===== config.mk =====
export PLATFORM = sky130hd
export DESIGN_NAME = ast_transmitter
export DESIGN_NICKNAME = d
export VERILOG_FILES = /design/src/logic/ast_pkg.sv /design/src/logic/ast_transmitter.sv
export VERILOG_INCLUDE_DIRS = /design/src /design/src/logic
export SDC_FILE = /design/constraint.sdc
export NUM_CORES = 1
export LEC_CHECK = 0
export BUFFER_PORTS_ARGS = -buffer_cell sky130_fd_sc_hd__buf_2
export CAP_MARGIN = 30
export CORE_MARGIN = 5
export CORE_UTILIZATION = 54
export CTS_CLUSTER_DIAMETER = 50
export DETAILED_ROUTE_END_ITERATION = 10
export PLACE_DENSITY = 0.75
export SYNTH_ARGS = -nofsm -noshare
export SYNTH_HDL_FRONTEND = slang
export SYNTH_SLANG_ARGS = --single-unit

===== constraint.sdc =====
create_clock -name clock -period 2.6 [get_ports clock]
set_input_delay 0.52 -clock clock [delete_from_list [all_inputs] [get_ports clock]]
set_output_delay 0.52 -clock clock [all_outputs]
set_load 0.02 [all_outputs]

===== src/logic/ast_params.svh =====
/*
 Register map, field and reset constants for the asynchronous serial transmitter.
 Assumes inclusion by the package, the transmitter module and the testbench.
*/
`ifndef AST_PARAMS_SVH
`define AST_PARAMS_SVH

// Register offsets on the plain register port (byte lanes unused)
`define AST_ADDR_WIDTH      4
`define AST_OFF_BUFFER      4'h0
`define AST_OFF_TX_CTRL     4'h1
`define AST_OFF_RX_CTRL     4'h2
`define AST_OFF_BAUD_CTRL   4'h3
`define AST_OFF_DIV_LOW     4'h4
`define AST_OFF_DIV_HIGH    4'h5
`define AST_OFF_FLAGS       4'h6
`define AST_OFF_IRQ_EN      4'h7

// Field positions, transmit status/control
`define AST_TXC_NINTH_DATA  0
`define AST_TXC_SHIFT_IDLE  1
`define AST_TXC_SYNC        4
`define AST_TXC_ENABLE      5
`define AST_TXC_NINE_BITS   6
// Receive control: port enable
`define AST_RXC_PORT_EN     7
// Baud control
`define AST_BDC_WIDE_DIV    3
`define AST_BDC_POLARITY    4
// Flag register and enable register
`define AST_FLG_BUF_EMPTY   0
`define AST_IEN_BUF_EMPTY   0

// Reset values
`define AST_RST_TX_CTRL     8'h02
`define AST_RST_BYTE        8'h00
`define AST_RST_DIVIDER     16'h0000

`endif


===== src/logic/ast_pkg.sv =====
/*
 Types for the asynchronous serial transmitter.
 Assumes ast_params.svh is on the include path.
*/
`include "ast_params.svh"

package ast_pkg;

   // Serializer sequencer, one-hot
   typedef enum logic [3:0] {
      AST_IDLE  = 4'b0001,
      AST_START = 4'b0010,
      AST_DATA  = 4'b0100,
      AST_STOP  = 4'b1000
   } ast_state_type;

   typedef logic [`AST_ADDR_WIDTH-1:0] ast_addr_type;

endpackage : ast_pkg


===== src/logic/ast_transmitter.sv =====
/*
 Asynchronous serial transmitter with its register port, baud divider,
 transmit buffer and hidden shift register.
 Assumes a single 100 MHz clock, a synchronous active-high reset and a
 register master that never strobes read and write in the same cycle.
*/
// Contract
// - Idle line rests at mark; data bits are NRZ held for whole bit.
// - Frame is one start, eight or nine data bits, one stop.
// - Start bit is space, stop bit is mark.
// - Every bit lasts exactly one bit period.
// - Bit period from a divider working as 8-bit or 16-bit.
// - Data bits go out least significant bit first.
// - Transmitter independent of receiver, sharing format and divider.
// - No parity hardware; software places parity in the ninth bit.
// - Hidden shift register loads only from the transmit buffer.
// - Port enable makes the transmit pin an output.
// - Setting transmit enable sets the buffer empty flag.
// - Buffer write starts send; idle shifter loads at once.
// - Queued character loads within one cycle after stop bit.
// - Polarity bit zero is high-true; one inverts idle and data.
// - Polarity inversion acts only in asynchronous mode.
// - Empty flag set when enabled and buffer holds nothing.
// - Empty flag valid on the second cycle after a write.
// - Empty flag read-only, changed only by hardware.
// - Interrupt enable gates only the request, never the flag.
`timescale 1ns/100ps
`default_nettype none
`include "ast_params.svh"

module ast_transmitter
   import ast_pkg::*;
(
   input  wire logic       clock,        // 100 MHz system clock
   input  wire logic       rst,          // Synchronous reset, active high
   input  wire logic [3:0] reg_addr,     // Register address
   input  wire logic [7:0] reg_wdata,    // Register write data
   input  wire logic       reg_write,    // Write strobe
   input  wire logic       reg_read,     // Read strobe
   output logic      [7:0] reg_rdata,    // Read data, cycle after strobe
   output logic            tx_pin_out,   // Transmit pin level
   output logic            tx_pin_oe,    // Transmit pin drive enable
   output logic            irq_req       // Buffer empty request
);

   // Software-visible control
   logic [7:0]    tx_ctrl_q;
   logic [7:0]    rx_ctrl_q;
   logic [7:0]    baud_ctrl_q;
   logic [15:0]   divisor_q;
   logic          irq_en_q;
   logic [7:0]    buffer_q;
   logic          buffer_ninth_q;
   logic          buffer_full_q;
   logic          write_seen_q;
   // Serializer
   ast_state_type state_q;
   logic [8:0]    shift_q;
   logic [3:0]    bit_cnt_q;
   logic [15:0]   baud_cnt_q;
   logic          line_q;
   logic          oe_q;

   logic          tx_enable;
   logic          port_enable;
   logic          sync_mode;
   logic          nine_bits;
   logic          running;
   logic          baud_tick;
   logic          load_now;
   logic          buf_write;
   logic          empty_flag;
   logic [15:0]   div_limit;
   logic          invert_line;

   // Physical level for a logical bit, inverted only in async mode
   function automatic logic ast_level(input logic bit_val,
                                      input logic invert);
      ast_level = bit_val ^ invert;
   endfunction : ast_level

   assign tx_enable   = tx_ctrl_q[`AST_TXC_ENABLE];
   assign port_enable = rx_ctrl_q[`AST_RXC_PORT_EN];
   assign sync_mode   = tx_ctrl_q[`AST_TXC_SYNC];
   assign nine_bits   = tx_ctrl_q[`AST_TXC_NINE_BITS];
   assign running     = tx_enable & port_enable & ~sync_mode;
   // Inversion the line logic applies this cycle; only async mode sees it
   assign invert_line = ~sync_mode & baud_ctrl_q[`AST_BDC_POLARITY];
   assign buf_write   = reg_write & (reg_addr == `AST_OFF_BUFFER);

   // Divider limit: only low byte counts in 8-bit mode
   assign div_limit = baud_ctrl_q[`AST_BDC_WIDE_DIV] ? divisor_q
                                : {8'h00, divisor_q[7:0]};

   // Register writes; the divisor is shared with the receiver side
   always_ff @(posedge clock) begin
      if (rst) begin
         tx_ctrl_q   <= `AST_RST_TX_CTRL;
         rx_ctrl_q   <= `AST_RST_BYTE;
         baud_ctrl_q <= `AST_RST_BYTE;
         divisor_q   <= `AST_RST_DIVIDER;
         irq_en_q    <= 1'b0;
      end else if (reg_write) begin
         unique case (reg_addr)
            `AST_OFF_TX_CTRL:   tx_ctrl_q   <= reg_wdata;
            `AST_OFF_RX_CTRL:   rx_ctrl_q   <= reg_wdata;
            `AST_OFF_BAUD_CTRL: baud_ctrl_q <= reg_wdata;
            `AST_OFF_DIV_LOW:   divisor_q[7:0]  <= reg_wdata;
            `AST_OFF_DIV_HIGH:  divisor_q[15:8] <= reg_wdata;
            `AST_OFF_IRQ_EN:    irq_en_q <= reg_wdata[`AST_IEN_BUF_EMPTY];
            default: ;
         endcase
      end
   end

   // Baud tick: one cycle every div_limit+1 cycles while a frame runs
   always_ff @(posedge clock) begin
      if (rst || state_q == AST_IDLE || load_now) begin
         baud_cnt_q <= 16'h0000;
      end else if (baud_cnt_q >= div_limit) begin
         baud_cnt_q <= 16'h0000;
      end else begin
         baud_cnt_q <= baud_cnt_q + 16'h0001;
      end
   end
   assign baud_tick = (state_q != AST_IDLE) && (baud_cnt_q >= div_limit);

   // Shifter takes the buffer when idle or as the stop bit ends
   assign load_now = running && buffer_full_q &&
                     (state_q == AST_IDLE ||
                      (state_q == AST_STOP && baud_tick));

   // Transmit buffer: written by software, drained into the shifter.
   // A write while full overwrites the queued character.
   always_ff @(posedge clock) begin
      if (rst || !running) begin
         buffer_full_q <= 1'b0;
      end else if (buf_write) begin
         buffer_full_q <= 1'b1;
      end else if (load_now) begin
         buffer_full_q <= 1'b0;
      end
   end
   always_ff @(posedge clock) begin
      if (rst) begin
         buffer_q       <= `AST_RST_BYTE;
         buffer_ninth_q <= 1'b0;
      end else if (buf_write) begin
         buffer_q       <= reg_wdata;
         buffer_ninth_q <= tx_ctrl_q[`AST_TXC_NINTH_DATA];
      end
   end

   // Hides a fresh write for one cycle so the flag is read settled
   always_ff @(posedge clock) begin
      if (rst) begin
         write_seen_q <= 1'b0;
      end else begin
         write_seen_q <= buf_write;
      end
   end

   // Sequencer and hidden shift register
   always_ff @(posedge clock) begin
      if (rst || !running) begin
         state_q   <= AST_IDLE;
         shift_q   <= 9'h000;
         bit_cnt_q <= 4'h0;
      end else if (load_now) begin
         state_q   <= AST_START;
         shift_q   <= {buffer_ninth_q, buffer_q};
         bit_cnt_q <= 4'h0;
      end else if (baud_tick) begin
         unique case (state_q)
            AST_START: state_q <= AST_DATA;
            AST_DATA: begin
               shift_q   <= {1'b0, shift_q[8:1]};
               bit_cnt_q <= bit_cnt_q + 4'h1;
               if (bit_cnt_q == (nine_bits ? 4'h8 : 4'h7)) begin
                  state_q <= AST_STOP;
               end
            end
            AST_STOP:  state_q <= AST_IDLE;
            default:   state_q <= AST_IDLE;
         endcase
      end
   end

   // Line level registered; inversion ignored in sync mode
   always_ff @(posedge clock) begin
      if (rst) begin
         line_q <= 1'b1;
      end else begin
         unique case (state_q)
            AST_START: line_q <= ast_level(1'b0, ~sync_mode &
                                 baud_ctrl_q[`AST_BDC_POLARITY]);
            AST_DATA:  line_q <= ast_level(shift_q[0], ~sync_mode &
                                 baud_ctrl_q[`AST_BDC_POLARITY]);
            default:   line_q <= ast_level(1'b1, ~sync_mode &
                                 baud_ctrl_q[`AST_BDC_POLARITY]);
         endcase
      end
   end

   // Pin becomes an output one cycle after the port is enabled
   always_ff @(posedge clock) begin
      if (rst) begin
         oe_q <= 1'b0;
      end else begin
         oe_q <= port_enable;
      end
   end

   assign tx_pin_out = line_q;
   assign tx_pin_oe  = oe_q;

   // Flag is pure hardware state; no register write reaches it
   assign empty_flag = tx_enable & ~(buffer_full_q & ~write_seen_q);
   assign irq_req    = empty_flag & irq_en_q;

   // Read data, valid the cycle after the strobe
   always_ff @(posedge clock) begin
      if (rst) begin
         reg_rdata <= 8'h00;
      end else if (reg_read) begin
         unique case (reg_addr)
            `AST_OFF_BUFFER:    reg_rdata <= buffer_q;
            `AST_OFF_TX_CTRL:   reg_rdata <= {tx_ctrl_q[7:2],
                                 (state_q == AST_IDLE), tx_ctrl_q[0]};
            `AST_OFF_RX_CTRL:   reg_rdata <= rx_ctrl_q;
            `AST_OFF_BAUD_CTRL: reg_rdata <= baud_ctrl_q;
            `AST_OFF_DIV_LOW:   reg_rdata <= divisor_q[7:0];
            `AST_OFF_DIV_HIGH:  reg_rdata <= divisor_q[15:8];
            `AST_OFF_FLAGS:     reg_rdata <= {7'h00, empty_flag};
            `AST_OFF_IRQ_EN:    reg_rdata <= {7'h00, irq_en_q};
            default:            reg_rdata <= 8'h00;
         endcase
      end else begin
         reg_rdata <= 8'h00;
      end
   end

   // Idle line is mark whenever nothing is queued or shifting
   a_idle_mark: assert property (@(posedge clock) disable iff (rst)
      $past(state_q == AST_IDLE) && $past(state_q) == state_q |->
      tx_pin_out == (1'b1 ^ $past(invert_line)))
      else $error("idle line not at mark");
   a_start_space: assert property (@(posedge clock) disable iff (rst)
      state_q == AST_START && $past(state_q == AST_START) |=>
      tx_pin_out == (~sync_mode & baud_ctrl_q[`AST_BDC_POLARITY]))
      else $error("start bit not space");
   a_load_idle: assert property (@(posedge clock) disable iff (rst)
      buf_write && running && state_q == AST_IDLE && !buffer_full_q |=>
      ##1 state_q == AST_START)
      else $error("idle shifter did not load");
   a_stop_reload: assert property (@(posedge clock) disable iff (rst)
      running && buffer_full_q && state_q == AST_STOP && baud_tick &&
      !buf_write |=>
      state_q == AST_START && !buffer_full_q)
      else $error("queued character not taken after stop");
   a_flag_delay: assert property (@(posedge clock) disable iff (rst)
      buf_write && tx_enable |=> empty_flag)
      else $error("flag cleared in cycle after write");
   a_flag_enable: assert property (@(posedge clock) disable iff (rst)
      !tx_enable |-> !empty_flag && !irq_req)
      else $error("flag set while disabled");
   a_irq_gate: assert property (@(posedge clock) disable iff (rst)
      irq_req |-> empty_flag && irq_en_q)
      else $error("request without flag and enable");
   a_abandon: assert property (@(posedge clock) disable iff (rst)
      !running |=> state_q == AST_IDLE && !buffer_full_q)
      else $error("frame kept after disable");
   a_bit_count: assert property (@(posedge clock) disable iff (rst)
      state_q == AST_DATA && baud_tick && bit_cnt_q == 4'h7 && !nine_bits
      |=> state_q == AST_STOP || state_q == AST_IDLE)
      else $error("eight-bit frame length wrong");
   a_oe_port: assert property (@(posedge clock) disable iff (rst)
      port_enable |=> tx_pin_oe)
      else $error("pin not output with port enabled");

   // The line is registered, so every level check below looks one cycle
   // after the state that chose it and compares against that cycle's
   // inversion setting. Changing polarity or divisor mid-frame is legal
   // but leaves the frame in flight undefined for the far receiver; the
   // checks only follow what the logic does, never what the receiver
   // would make of it.

   // Line levels per state
   a_data_level: assert property (@(posedge clock) disable iff (rst)
      state_q == AST_DATA |=>
      tx_pin_out == ($past(shift_q[0]) ^ $past(invert_line)))
      else $error("data bit level wrong");

   a_stop_mark: assert property (@(posedge clock) disable iff (rst)
      state_q == AST_STOP |=>
      tx_pin_out == (1'b1 ^ $past(invert_line)))
      else $error("stop bit not mark");

   a_sync_line: assert property (@(posedge clock) disable iff (rst)
      sync_mode && $past(sync_mode) && $past(state_q == AST_IDLE) |->
      tx_pin_out == 1'b1)
      else $error("polarity applied in sync mode");

   a_sync_idle: assert property (@(posedge clock) disable iff (rst)
      sync_mode |=> state_q == AST_IDLE)
      else $error("serializer ran in sync mode");

   // Bit timing
   a_baud_wrap: assert property (@(posedge clock) disable iff (rst)
      baud_tick && !load_now |=> baud_cnt_q == 16'h0000)
      else $error("baud counter did not wrap");

   a_start_hold: assert property (@(posedge clock) disable iff (rst)
      state_q == AST_START && running && !baud_tick |=>
      state_q == AST_START)
      else $error("start bit cut short");

   a_narrow_div: assert property (@(posedge clock) disable iff (rst)
      !baud_ctrl_q[`AST_BDC_WIDE_DIV] |-> div_limit[15:8] == 8'h00)
      else $error("high divisor byte used in 8-bit mode");

   // Frame shape and shifting
   a_nine_count: assert property (@(posedge clock) disable iff (rst)
      state_q == AST_DATA && baud_tick && running && nine_bits &&
      bit_cnt_q == 4'h8 |=> state_q == AST_STOP)
      else $error("nine-bit frame length wrong");

   a_stop_idle: assert property (@(posedge clock) disable iff (rst)
      state_q == AST_STOP && baud_tick && running && !load_now |=>
      state_q == AST_IDLE)
      else $error("more than one stop bit with nothing queued");

   a_shift_lsb: assert property (@(posedge clock) disable iff (rst)
      state_q == AST_DATA && baud_tick && running |=>
      shift_q == {1'b0, $past(shift_q[8:1])})
      else $error("shifter not moving toward bit zero");

   a_load_source: assert property (@(posedge clock) disable iff (rst)
      load_now |=> shift_q == $past({buffer_ninth_q, buffer_q}))
      else $error("shifter loaded from elsewhere than buffer");

   a_ninth_take: assert property (@(posedge clock) disable iff (rst)
      buf_write |=>
      buffer_ninth_q == $past(tx_ctrl_q[`AST_TXC_NINTH_DATA]))
      else $error("ninth bit not taken at buffer write");

   // Queue and flag
   a_queue_hold: assert property (@(posedge clock) disable iff (rst)
      buffer_full_q && running && state_q == AST_DATA |=> buffer_full_q)
      else $error("queued character dropped mid-frame");

   a_flag_rise: assert property (@(posedge clock) disable iff (rst)
      $rose(tx_enable) |-> empty_flag)
      else $error("flag not set on transmit enable");

   a_flag_empty: assert property (@(posedge clock) disable iff (rst)
      tx_enable && !buffer_full_q |-> empty_flag)
      else $error("flag clear with empty buffer");

   a_irq_off: assert property (@(posedge clock) disable iff (rst)
      !irq_en_q |-> !irq_req)
      else $error("request while masked");

   a_oe_off: assert property (@(posedge clock) disable iff (rst)
      !port_enable |=> !tx_pin_oe)
      else $error("pin driven with port disabled");

endmodule : ast_transmitter
`default_nettype wire


==> flow_metrics.py <==
metrics = {
    "run_status": {
        "outcome": "finished with violations",
        "violations": "setup timing",
    },
    "synth": {
        "synth_cell_types": 44,
        "synth_fp_nets": 551,
        "ys_seq_area_share_pct": 43.59,
        "yosys-top-cells-area": "dfxtp_1 44%, nand2_1 7.6%, a21oi_1 7.1%",
        "synthTopCellsByCount": "94 x dfxtp_1, 87 x nand2_1, 61 x a21oi_1",
        "yosys_warnings": 0,
        "syn_inst": 517,
        "synth.avg_cell_area_sq_um": 8.349,
        "netlist_area_sq_um": 4317,
        "synth_top_cell_by_area": "dfxtp_1",
        "synthFlopType": "dfxtp_1",
        "synth_top_area_share_pct": 43.59,
        "synth-edff-count": 0,
        "synth_most_common_cell": "dfxtp_1",
        "ys_ff_latch": 94,
        "synthArstFlopShare_pct": 0,
    },
    "critical_path": {
        "reg2reg_to": "shift_q[4]",
        "cp-start-kind": "flop",
        "cp_max_fo": 15,
        "reg2reg_from": "baud_ctrl_q[3]",
        "end_kind": "flop",
        "r2r_slack_ns": -0.05,
        "critPathKind": "reg2reg",
        "critPathRequiredTime_ns": 2.84,
        "cp.arrival_ns": 2.89,
        "r2r_cells": 10,
    },
    "cells_and_area": {
        "nFillCells": 664,
        "n_antenna_cell": 0,
        "final_cells": 667,
        "drive_above_1_share_pct": 18.58,
        "area_growth_pct": 18.14,
        "nNetsFinal": 594,
    },
    "timing": {
        "worst_pin_slew_ns": 0.7860,
        "fin_skew_ns": 0.01178,
        "period_needed_ns": 2.654,
        "setup_slack_ns": -0.05359,
        "fin_tns_setup_ns": -0.1894,
        "drv_slew": 0,
        "relSlewSlack_pct": 47.11,
        "finalSetupViolCount": 7,
        "rsz0062_at_grt": "yes",
        "hold_violations": 0,
        "timing.fmax_ghz": 0.3768,
        "finalCritPeriodShare_pct": 102.1,
        "hold-worst-slack_ns": 0.3885,
    },
    "grt": {
        "overflow": 0,
        "grt_pass1_wl_um": 18040,
        "grt_pass1_vias": 3713,
        "grtUsageTotal_pct": 22.54,
        "antenna_found_initial": 0,
        "grt_max_degree": 54,
    },
    "drt": {
        "drt_wl_total_um": 10760,
        "post_drt_wl_per_cell_um": 16.14,
        "drtAntennaViolNets": 0,
        "firstDrtPassIters": 4,
        "vias": 3859,
        "first_iter_violations": 252,
        "vias_per_cell": 5.786,
        "drc": 0,
    },
    "die": {
        "core_area_sq_um": 7767,
        "num_rows": 32,
        "die_y_um": 99.41,
        "die-width_um": 99.41,
        "die_area_sq_um": 9881,
        "io_pins": 27,
        "initial_utilization_pct": 55.57,
    },
    "clock_network": {
        "cts_buffers": 9,
        "cts.sinks": 94,
        "h-tree-depth": 3,
        "cts_tree": "built",
        "clock_tree.buffer_depth": 2,
        "ctsHoldBuffers": 0,
        "cts.clk_slew.worst_paths_ns": 0.10,
        "insertion_delay_ns": 0.36,
        "ctsRootBufferMaster": "clkbuf_8",
    },
    "power_and_ir_drop": {
        "pwr-share-comb_pct": 4.7,
        "swShare_pct": 26.38,
        "peakVddDrop_mv": 0.3310,
        "pwr-share-seq_pct": 57.8,
        "p_per_area_nw_per_um2": 494.3,
        "p_sw_w": 0.0006650,
        "power.leakage_nw": 1.812,
        "internal-power_w": 0.001856,
        "power_frac_clock_pct": 37.5,
    },
    "worst_hold_path": {
        "hold_depth": 2,
        "hold_path.class": "in2reg",
        "min_to": "tx_pin_oe",
        "hold_start": "rst",
    },
    "placed_design": {
        "dp_worst_setup_slack_ns": -0.1143,
        "dp_hpwl_um": 7648,
        "numPortBuffers": 26,
        "place_congestion": 0.9179,
        "dpl.cell_count": 648,
    },
    "run": {
        "cap_violations": 0,
    },
}
worst max-delay path by stage:
stage                   startpoint    endpoint  slack [ns]
global placement    baud_ctrl_q[3]  state_q[0]       -0.04
CTS                 baud_ctrl_q[3]  state_q[0]       -0.01
global route        baud_ctrl_q[3]  shift_q[5]       -0.21
floorplan           baud_ctrl_q[3]  shift_q[3]        0.04
finish              baud_ctrl_q[3]  shift_q[4]       -0.05
detailed placement  baud_ctrl_q[3]  state_q[0]       -0.11
worst max-delay path, cell delays in order, from the launching register on:
cell and delay [ns]:
dfxtp_4 0.39, buf_6 0.13, nand2_2 0.07, ha_4 0.27, nand4_1 0.10, or4_1 0.41
o32a_1 0.44, a21oi_4 0.18, buf_12 0.17, mux2i_1 0.27, a211oi_2 0.10
per-stage QoR:
step                      utilization, %  total power [W]  area (sq um)
after global routing               65.66         0.002617          5100
after CTS                          63.39         0.002526          4923
final                              65.66         0.002521          5100
after floorplan                        -         0.001554          4327
after detailed placement           60.65         0.001603          4711
after global placement             60.65         0.001602          4711
logic make-up after synthesis:
family,share of synthesized area [%]
simple gates,23.51
compound gates,15.54
flops,43.59
buf+inv,3.420
mux,5.681
fa+ha+maj,5.217
xor+xnor,3.043
layout make-up:
class                      instances  area [sq um]  share of cell area (%)
multi-input combinational        386          2421                   47.47
sequential                        94          1886                   36.97
timing repair buffer              58         434.2                   8.513
tap                              102         127.6                   2.502
clock buffer                       9         123.9                   2.429
clock inverter                     7         66.31                   1.300
inverter                          11         41.29                  0.8096
power by group through the flow:
stage / Clock (W) / Combinational, W / Sequential, W
after global routing: 0.00103 / 0.000129 / 0.00146
after detailed placement: 0 / 0.000114 / 0.00149
after global placement: 0 / 0.000112 / 0.00149
after floorplan: 0 / 0.0000665 / 0.00149
after CTS: 0.000956 / 0.000114 / 0.00146
final: 0.000946 / 0.000118 / 0.00146
sequential cells by signal, summed over array words and instances, names as in the netlist:
| register | cells |
|---|---|
| baud_ctrl_q | 8 |
| irq_en_q | 1 |
| divisor_q | 16 |
| buffer_full_q | 1 |
| rx_ctrl_q | 8 |
| buffer_q | 8 |
| state_q | 4 |
| tx_ctrl_q | 7 |
| baud_cnt_q | 16 |
| reg_rdata | 8 |
| shift_q | 9 |
| tx_pin_oe | 1 |
| buffer_ninth_q | 1 |
| tx_pin_out | 1 |
| bit_cnt_q | 4 |
| write_seen_q | 1 |
routing by layer:
metal  global-route usage (%)  vias up  wire length [um]
li1                         -     1903                 -
met3                    4.839       21               569
met1                    29.26     1819              4869
met4                    8.929        0               283
met2                    36.57      116              5042
met5                        0        -                 0
timing repair:
action,in CTS,in global routing
gates resized for setup,5,26
pin swaps,2,4
setup endpoints to repair,17,18
gates cloned,0,2
setup buffers,0,1
placed cells by master (no fill, tap or decap), drive strengths merged, types with 3 or more instances in the layout:
master	synthesis	layout
nor2b	5	5
and3	6	6
a222oi	3	3
mux2	4	4
o21ai	9	9
nor2	49	49
mux2i	20	20
buf	2	56
a22oi	11	11
nor3b	4	4
xnor2	4	4
a21oi	62	62
or3	3	3
a211oi	8	8
nand2	87	87
clkbuf	24	11
nor3	4	4
inv	11	14
nand3	41	41
xor2	11	11
a31oi	6	6
dfxtp	94	94
nand4	5	5
nand2b	7	7
ha	18	18
Note: power is estimated with default switching activity, not from simulation.
